File: src/rtl/ead_pkg.sv
// Constants and types shared by the effective address decoder
package ead_pkg;
  localparam int EAD_WORD_W = 16;
  localparam int EAD_ACC_W = 32;
  localparam int EAD_NUM_WORDS = 8;
  localparam int EAD_CODE_W = 5;
  localparam int EAD_BANK_W = 8;

  // Operand width, one-hot
  typedef enum logic [2:0] {
    EAD_BYTE = 3'b001,
    EAD_WORD = 3'b010,
    EAD_LONG = 3'b100
  } ead_width_t;

  // Address field code group bounds and fixed codes
  localparam logic [4:0] EAD_FIRST_PINC = 5'h0c;
  localparam logic [4:0] EAD_FIRST_D8 = 5'h10;
  localparam logic [4:0] EAD_FIRST_D16 = 5'h18;
  localparam logic [4:0] EAD_CODE_IX0 = 5'h1c;
  localparam logic [4:0] EAD_CODE_IX1 = 5'h1d;
  localparam logic [4:0] EAD_CODE_PCD = 5'h1e;
  localparam logic [4:0] EAD_CODE_DIR = 5'h1f;
  localparam logic [4:0] EAD_FIRST_MEM = 5'h08;

  // Register indices used by fixed modes
  localparam logic [2:0] EAD_IDX_RW0 = 3'h0;
  localparam logic [2:0] EAD_IDX_RW1 = 3'h1;
  localparam logic [2:0] EAD_IDX_RW7 = 3'h7;

  // Extension byte counts
  localparam logic [1:0] EAD_EXT_NONE = 2'h0;
  localparam logic [1:0] EAD_EXT_ONE = 2'h1;
  localparam logic [1:0] EAD_EXT_TWO = 2'h2;

  // Post-increment step in bytes
  localparam logic [15:0] EAD_STEP_BYTE = 16'h0001;
  localparam logic [15:0] EAD_STEP_WORD = 16'h0002;
  localparam logic [15:0] EAD_STEP_LONG = 16'h0004;

  // Short I/O region upper address bits and short vector number padding
  localparam logic [15:0] EAD_IO_UPPER = 16'h0000;
  localparam logic [3:0] EAD_VCT_PAD = 4'h0;
endpackage : ead_pkg

File: src/rtl/ead_decoder.sv
// Effective address decoder: operand selection and address forming
// Function
// - Accumulator is 32 bits; byte/word/long slices
// - Upper half 31:16, lower half 15:0
// - Stack pointer and bank follow selection
// - Byte, word, low word, long register selects
// - Short I/O form reaches 0000h to 00FFh
// - Immediate byte sign-extends to sixteen bits
// - Vector numbers in four or eight bits
// - Codes 00-07 are register direct, no extension
// - Codes 08-0F indirect, 0C-0F post-increment
// - Codes 10-17 add one-byte displacement
// - Codes 18-1B add two-byte displacement
// - Codes 1C/1D add word register 7
// - 1E program counter relative, 1F direct
// - Codes 00-07 register, 08-1F memory
// - Physical address: low sixteen, bank high byte
`timescale 1ns/1ps
module ead_decoder
  import ead_pkg::*;
(
  // Clock and reset
  input wire logic sys_clk_i,
  input wire logic srst_i,
  // Decode request
  input wire logic ea_valid_i,
  input wire logic [EAD_CODE_W-1:0] ea_code_i,
  input wire ead_width_t op_width_i,
  input wire logic [7:0] ext_byte0_i,
  input wire logic [7:0] ext_byte1_i,
  input wire logic [15:0] pc_i,
  // Decode result
  output logic ea_valid_o,
  output logic is_register_o,
  output logic is_memory_o,
  output logic [1:0] ext_bytes_o,
  output logic [15:0] mem_addr_o,
  output logic [31:0] reg_operand_o,
  // Word register write
  input wire logic reg_we_i,
  input wire logic [2:0] word_register_sel_i,
  input wire logic [15:0] reg_wdata_i,
  // Accumulator
  input wire logic acc_we_i,
  input wire ead_width_t acc_width_i,
  input wire logic [31:0] acc_wdata_i,
  output logic [15:0] acc_upper_half_o,
  output logic [15:0] acc_lower_half_o,
  output logic [31:0] acc_operand_o,
  // Stack
  input wire logic stack_user_sel_i,
  input wire logic sp_we_i,
  input wire logic [15:0] sp_wdata_i,
  input wire logic bank_we_i,
  input wire logic [7:0] bank_wdata_i,
  output logic [15:0] current_stack_pointer_o,
  output logic [7:0] current_stack_bank_o,
  // Operand conversions
  input wire logic [7:0] io_offset_i,
  input wire logic [7:0] imm8_i,
  input wire logic [3:0] short_vector_number_i,
  input wire logic [7:0] long_vector_number_i,
  input wire logic [23:0] physical_direct_address_i,
  output logic [23:0] io_addr_o,
  output logic [15:0] sign_extended_immediate_o,
  output logic [7:0] vector_number_o,
  input wire logic vector_long_i,
  output logic [15:0] phys_offset_o,
  output logic [7:0] phys_bank_o
);
  logic [EAD_NUM_WORDS*EAD_WORD_W-1:0] words;
  logic [15:0] rw [EAD_NUM_WORDS];
  logic [31:0] acc;
  logic [15:0] user_stack_pointer;
  logic [15:0] system_stack_pointer;
  logic [7:0] user_stack_bank;
  logic [7:0] system_stack_bank;
  logic inc_en;
  logic [15:0] inc_amt;
  logic [15:0] long_displacement;
  logic [15:0] next_addr;
  logic [1:0] next_ext;
  logic [31:0] next_reg_operand;

  for (genvar i = 0; i < EAD_NUM_WORDS; i++) begin : g_rw
    assign rw[i] = words[i*EAD_WORD_W +: EAD_WORD_W];
  end

  assign long_displacement = {ext_byte1_i, ext_byte0_i};
  assign inc_en = ea_valid_i && ea_code_i >= EAD_FIRST_PINC
    && ea_code_i < EAD_FIRST_D8;

  always_comb begin
    case (op_width_i)
      EAD_BYTE: inc_amt = EAD_STEP_BYTE;
      EAD_LONG: inc_amt = EAD_STEP_LONG;
      default: inc_amt = EAD_STEP_WORD;
    endcase
  end

  ead_word_regfile #(
    .NUM(EAD_NUM_WORDS),
    .W(EAD_WORD_W)
  ) u_regs (
    .sys_clk_i(sys_clk_i),
    .srst_i(srst_i),
    .wr_en_i(reg_we_i),
    .wr_idx_i(word_register_sel_i),
    .wr_data_i(reg_wdata_i),
    .inc_en_i(inc_en),
    .inc_idx_i({1'b0, ea_code_i[1:0]}),
    .inc_amt_i(inc_amt),
    .words_o(words)
  );

  // Register operand: byte, word or long register from the code
  always_comb begin
    logic [2:0] n;
    n = ea_code_i[2:0];
    case (op_width_i)
      EAD_BYTE: next_reg_operand = {24'h000000, n[0] ?
        rw[{1'b0, n[2:1]}][15:8] : rw[{1'b0, n[2:1]}][7:0]};
      EAD_LONG: next_reg_operand = {rw[{n[2:1], 1'b1}],
        rw[{n[2:1], 1'b0}]};
      default: next_reg_operand = {16'h0000, rw[n]};
    endcase
  end

  // Address forming, all sums wrap at 16 bits
  always_comb begin
    next_addr = 16'h0000;
    next_ext = EAD_EXT_NONE;
    if (ea_code_i < EAD_FIRST_MEM) begin
      next_ext = EAD_EXT_NONE;
    end else if (ea_code_i < EAD_FIRST_D8) begin
      next_addr = rw[{1'b0, ea_code_i[1:0]}];
    end else if (ea_code_i < EAD_FIRST_D16) begin
      next_addr = rw[ea_code_i[2:0]] +
        {{8{ext_byte0_i[7]}}, ext_byte0_i};
      next_ext = EAD_EXT_ONE;
    end else if (ea_code_i < EAD_CODE_IX0) begin
      next_addr = rw[{1'b0, ea_code_i[1:0]}] + long_displacement;
      next_ext = EAD_EXT_TWO;
    end else if (ea_code_i == EAD_CODE_IX0) begin
      next_addr = rw[EAD_IDX_RW0] + rw[EAD_IDX_RW7];
    end else if (ea_code_i == EAD_CODE_IX1) begin
      next_addr = rw[EAD_IDX_RW1] + rw[EAD_IDX_RW7];
    end else if (ea_code_i == EAD_CODE_PCD) begin
      next_addr = pc_i + long_displacement;
      next_ext = EAD_EXT_TWO;
    end else if (ea_code_i == EAD_CODE_DIR) begin
      next_addr = long_displacement;
      next_ext = EAD_EXT_TWO;
    end
  end

  always_ff @(posedge sys_clk_i) begin
    if (srst_i) begin
      ea_valid_o <= 1'b0;
      is_register_o <= 1'b0;
      is_memory_o <= 1'b0;
      ext_bytes_o <= EAD_EXT_NONE;
      mem_addr_o <= 16'h0000;
      reg_operand_o <= 32'h00000000;
    end else begin
      ea_valid_o <= ea_valid_i;
      is_register_o <= ea_valid_i && ea_code_i < EAD_FIRST_MEM;
      is_memory_o <= ea_valid_i && ea_code_i >= EAD_FIRST_MEM;
      ext_bytes_o <= next_ext;
      mem_addr_o <= next_addr;
      reg_operand_o <= next_reg_operand;
    end
  end

  // Accumulator with width-dependent write
  always_ff @(posedge sys_clk_i) begin
    if (srst_i) begin
      acc <= 32'h00000000;
    end else if (acc_we_i) begin
      case (acc_width_i)
        EAD_BYTE: acc[7:0] <= acc_wdata_i[7:0];
        EAD_WORD: acc[15:0] <= acc_wdata_i[15:0];
        default: acc <= acc_wdata_i;
      endcase
    end
  end

  assign acc_upper_half_o = acc[31:16];
  assign acc_lower_half_o = acc[15:0];

  always_ff @(posedge sys_clk_i) begin
    if (srst_i) begin
      acc_operand_o <= 32'h00000000;
    end else begin
      case (acc_width_i)
        EAD_BYTE: acc_operand_o <= {24'h000000, acc[7:0]};
        EAD_WORD: acc_operand_o <= {16'h0000, acc[15:0]};
        default: acc_operand_o <= acc;
      endcase
    end
  end

  // Stack pointers and banks; writes go to the selected pair
  always_ff @(posedge sys_clk_i) begin
    if (srst_i) begin
      user_stack_pointer <= 16'h0000;
      system_stack_pointer <= 16'h0000;
      user_stack_bank <= 8'h00;
      system_stack_bank <= 8'h00;
    end else begin
      if (sp_we_i && stack_user_sel_i) user_stack_pointer <= sp_wdata_i;
      if (sp_we_i && !stack_user_sel_i) system_stack_pointer <= sp_wdata_i;
      if (bank_we_i && stack_user_sel_i) user_stack_bank <= bank_wdata_i;
      if (bank_we_i && !stack_user_sel_i) system_stack_bank <= bank_wdata_i;
    end
  end

  assign current_stack_pointer_o = stack_user_sel_i ?
    user_stack_pointer : system_stack_pointer;
  assign current_stack_bank_o = stack_user_sel_i ?
    user_stack_bank : system_stack_bank;

  // Operand conversions, registered
  always_ff @(posedge sys_clk_i) begin
    if (srst_i) begin
      io_addr_o <= 24'h000000;
      sign_extended_immediate_o <= 16'h0000;
      vector_number_o <= 8'h00;
      phys_offset_o <= 16'h0000;
      phys_bank_o <= 8'h00;
    end else begin
      io_addr_o <= {EAD_IO_UPPER, io_offset_i};
      sign_extended_immediate_o <= {{8{imm8_i[7]}}, imm8_i};
      vector_number_o <= vector_long_i ? long_vector_number_i :
        {EAD_VCT_PAD, short_vector_number_i};
      phys_offset_o <= physical_direct_address_i[15:0];
      phys_bank_o <= physical_direct_address_i[23:16];
    end
  end
endmodule : ead_decoder

File: src/rtl/ead_word_regfile.sv
// Eight general word registers with a write port and a post-increment port
`timescale 1ns/1ps
module ead_word_regfile
  import ead_pkg::*;
#(
  parameter int NUM = EAD_NUM_WORDS,
  parameter int W = EAD_WORD_W
) (
  // Clock and reset
  input wire logic sys_clk_i,
  input wire logic srst_i,
  // Write port, wins over an increment of the same register
  input wire logic wr_en_i,
  input wire logic [$clog2(NUM)-1:0] wr_idx_i,
  input wire logic [W-1:0] wr_data_i,
  // Post-increment port
  input wire logic inc_en_i,
  input wire logic [$clog2(NUM)-1:0] inc_idx_i,
  input wire logic [W-1:0] inc_amt_i,
  // All registers, word i at bits i*W
  output logic [NUM*W-1:0] words_o
);
  for (genvar i = 0; i < NUM; i++) begin : g_word
    always_ff @(posedge sys_clk_i) begin
      if (srst_i) begin
        words_o[i*W +: W] <= '0;
      end else if (wr_en_i && wr_idx_i == i) begin
        words_o[i*W +: W] <= wr_data_i;
      end else if (inc_en_i && inc_idx_i == i) begin
        words_o[i*W +: W] <= words_o[i*W +: W] + inc_amt_i;
      end
    end
  end
endmodule : ead_word_regfile

File: config.mk
export PLATFORM = sky130hd
export DESIGN_NAME = ead_decoder
export DESIGN_NICKNAME = d
export VERILOG_FILES = /design/src/rtl/ead_pkg.sv /design/src/rtl/ead_decoder.sv /design/src/rtl/ead_word_regfile.sv
export SDC_FILE = /design/constraint.sdc
export NUM_CORES = 1
export LEC_CHECK = 0
export BUFFER_PORTS_ARGS = -buffer_cell sky130_fd_sc_hd__buf_2
export CORE_UTILIZATION = 43
export DETAILED_ROUTE_END_ITERATION = 8
export GPL_ROUTABILITY_DRIVEN = 0
export PLACE_DENSITY = 0.66
export SETUP_SLACK_MARGIN = 0.2
export SYNTH_ARGS = -nofsm -noshare
export SYNTH_HDL_FRONTEND = slang
export SYNTH_SLANG_ARGS = --single-unit
File: constraint.sdc
create_clock -name sys_clk_i -period 5.8 [get_ports sys_clk_i]
set_input_delay 0 -clock sys_clk_i [delete_from_list [all_inputs] [get_ports sys_clk_i]]
set_output_delay 0 -clock sys_clk_i [all_outputs]
set_load 0.02 [all_outputs]
==> results.cfg <==
[run_status]
status = complete, no violations

[timing]
setup_ws_ns = 2.13
timing.final.crit_share_pct = 63.3
drv_slew = 0
fin_setup_tns_ns = 0
finalSetupViolCount = 0
worstMarginPinSlew_ns = 1.22
rsz0062_at_grt = false
fin_skew_ns = 0.0260
hold_violations = 0
fin_crit_ns = 3.67
max_freq_mhz = 272
slew_headroom_pct = 18.9

[synthesis]
synth_area_per_cell_sq_um = 9.05
synth_cell_types = 75
ys.flop_type = dfxtp_1
ys_seq_elements = 341
yosys.area.top_type = dfxtp_1
synthCells = 2114
synth.cell_area_sq_um = 19100
yosys.area.top_type_share_pct = 35.7
async_flop_share_pct = 0
synth_warnings = 0
synth_edf_count = 0
synth-seq-area-share_pct = 35.7
synth_area_leaders = dfxtp_1 (36%), mux4_2 (9.6%), nand2_1 (5.8%), ha_1 (5.7%), a21oi_1 (4.7%)

[detailed_routing]
routed_via_density = 5.75
drt.antenna.violating_nets = 0
dr_total_vias = 18200
wirelength_microns = 66000
drt-initial-drc-count = 1592
wl_per_cell_microns = 20.8
drtPass1Iterations = 5
drc_errors = 0

[power_and_ir_drop]
ir_drop_v = 0.000264
clkPwrFrac_pct = 42.4
p_int_mw = 4.41
pwr-share-comb_pct = 16.0
net-switching-power_mw = 1.63
switching_share_pct = 27.0
leakage_nw = 10.3
seq_power_share_pct = 41.6
p_per_area_nw_per_um2 = 251

[cts]
insertion_delay_ns = 0.56
tritoncts = yes
h-tree-depth = 2
path_clk_slew_ns = 0.07
numCtsBuffers = 38
cts_max_path_buffers = 3
clock_sinks = 341
cts-root-buf = clkbuf_16
postCtsSetupRepairBufs = 0
cts_resized = 0

[grt]
grt_first_pass_wirelength_microns = 97900
grt_pass1_vias = 17400
grt_overflow = 0
grt_max_degree = 102
antenna_found_initial = 3
grt_use_total_pct = 28.0

[floorplan]
core_area_sq_um = 43500
start_util_pct = 44.0
fp-row-count = 76
num_io_pins = 392
die_area_sq_um = 45400
die_w_microns = 213
die_h_microns = 213

[worst_setup_path]
worstSetupPathType = reg -> reg
critPathCaptureType = register
required_ns = 6.23
worstPathMaxFanout = 6
critPathLaunchType = register
worst_ep_arrival_time_ns = 4.10

[placement]
io_buffers = 375
place_ws_ns = 1.67
place_area_sq_um = 21200
hpwl_microns = 48100

[cells_and_area]
mostFrequentLayoutCells = buf_2 (372), dfxtp_1 (341), nand2_1 (294)
final_common_cell = buf_2
postLayoutCellArea_sq_um = 24100
fin_nets = 2833
fin_util_pct = 55.4
synthToLayoutAreaGrowth_pct = 25.8
layout-drive-gt1-share_pct = 23.2

[job]
maxCapViolations = 0

[min_path]
min_path_type = in -> reg
-- sequential cells by signal, summed over array words and instances, names as in the netlist, 16 cells and up --
signal,cells
acc,32
user_stack_pointer,16
system_stack_pointer,16
u_regs.words_o,128
phys_offset_o,16
acc_operand_o,32
mem_addr_o,16
reg_operand_o,32
-- path summary, 6_finish.rpt --
kind / to / startpoint / slack (ns) / cells after the start
setup / recovery: mem_addr_o[14] / u_regs.words_o[16] / 2.13 / 13
hold / removal: mem_addr_o[3] / ea_code_i[3] / 0.04 / 3
setup reg to reg: mem_addr_o[14] / u_regs.words_o[16] / 2.13 / 13
hold reg to reg: user_stack_bank[0] / user_stack_bank[0] / 0.45 / 2
-- worst max-delay path, stage by stage (launching register included) --
cell	delay, ns
dfxtp_1	0.39
mux4_2	0.54
mux2_2	0.31
ha_1	0.20
inv_1	0.08
fa_1	0.22
nor2b_1	0.06
o21a_1	0.20
o21a_1	0.26
o31ai_2	0.38
a2111oi_0	0.18
or3_1	0.39
a221oi_1	0.23
a31oi_1	0.12
-- area by class of cell --
type	instances	area, sq um
antenna	2	5.00
multi-input combinational	1605	11600
timing repair buffer	545	3540
inverter	27	101
tap	585	732
clock inverter	14	246
clock buffer	49	1060
sequential	341	6830
fill	3805	19400
-- cells by family after synthesis --
logic type,after synthesis,share of synthesized area [%]
buf+inv,183,4.37
xor+xnor,99,4.53
compound gates,465,15.7
fa+ha+maj,96,6.63
mux,186,15.4
other cells,1,0.0196
flops,341,35.7
simple gates,743,17.7
-- what timing repair did --
| action | 4_1_cts | 5_1_grt |
|---|---|---|
| hold buffers | 151 | 0 |
| hold endpoints to repair | 275 | 0 |
| setup endpoints to repair | 0 | 0 |
-- power by group through the flow --
stage | sequential [mW] | clock [mW] | combinational [mW]
2_1_floorplan | 2.60 | 0 | 0.542
3_3_place_gp | 2.55 | 0 | 0.848
3_5_place_dp | 2.56 | 0 | 0.862
4_1_cts | 2.51 | 2.60 | 0.954
5_1_grt | 2.52 | 2.68 | 1.04
6_report | 2.51 | 2.56 | 0.967
-- per-stage QoR --
step,cells,hold slack [ns],power [mW]
floorplan,2129,0.122,3.14
global placement,2952,0.206,3.40
detailed placement,2952,0.212,3.42
CTS,3166,0.00271,6.06
global route,3168,0.0500,6.25
finish,3168,0.0384,6.04
-- synth_stat cells (42+ instances only) --
cell type,count
a211oi_1,57
a21oi_1,178
and2_1,48
clkbuf_1,87
dfxtp_1,341
ha_1,87
mux2_2,47
mux2i_1,55
mux4_2,82
nand2_1,294
nor2_1,183
nor2b_1,71
o21ai_0,42
xnor2_1,47
xor2_1,52
-- routing by layer --
metal / part of all wire (%) / GRT usage, % / vias to the layer above
met5: 0.020 / 0 / -
li1: - / - / 8419
met2: 46 / 44.3 / 910
met4: 4.0 / 11.5 / 2
met3: 10 / 6.56 / 148
met1: 40 / 36.6 / 8733
(Power assumes the default switching activity.)
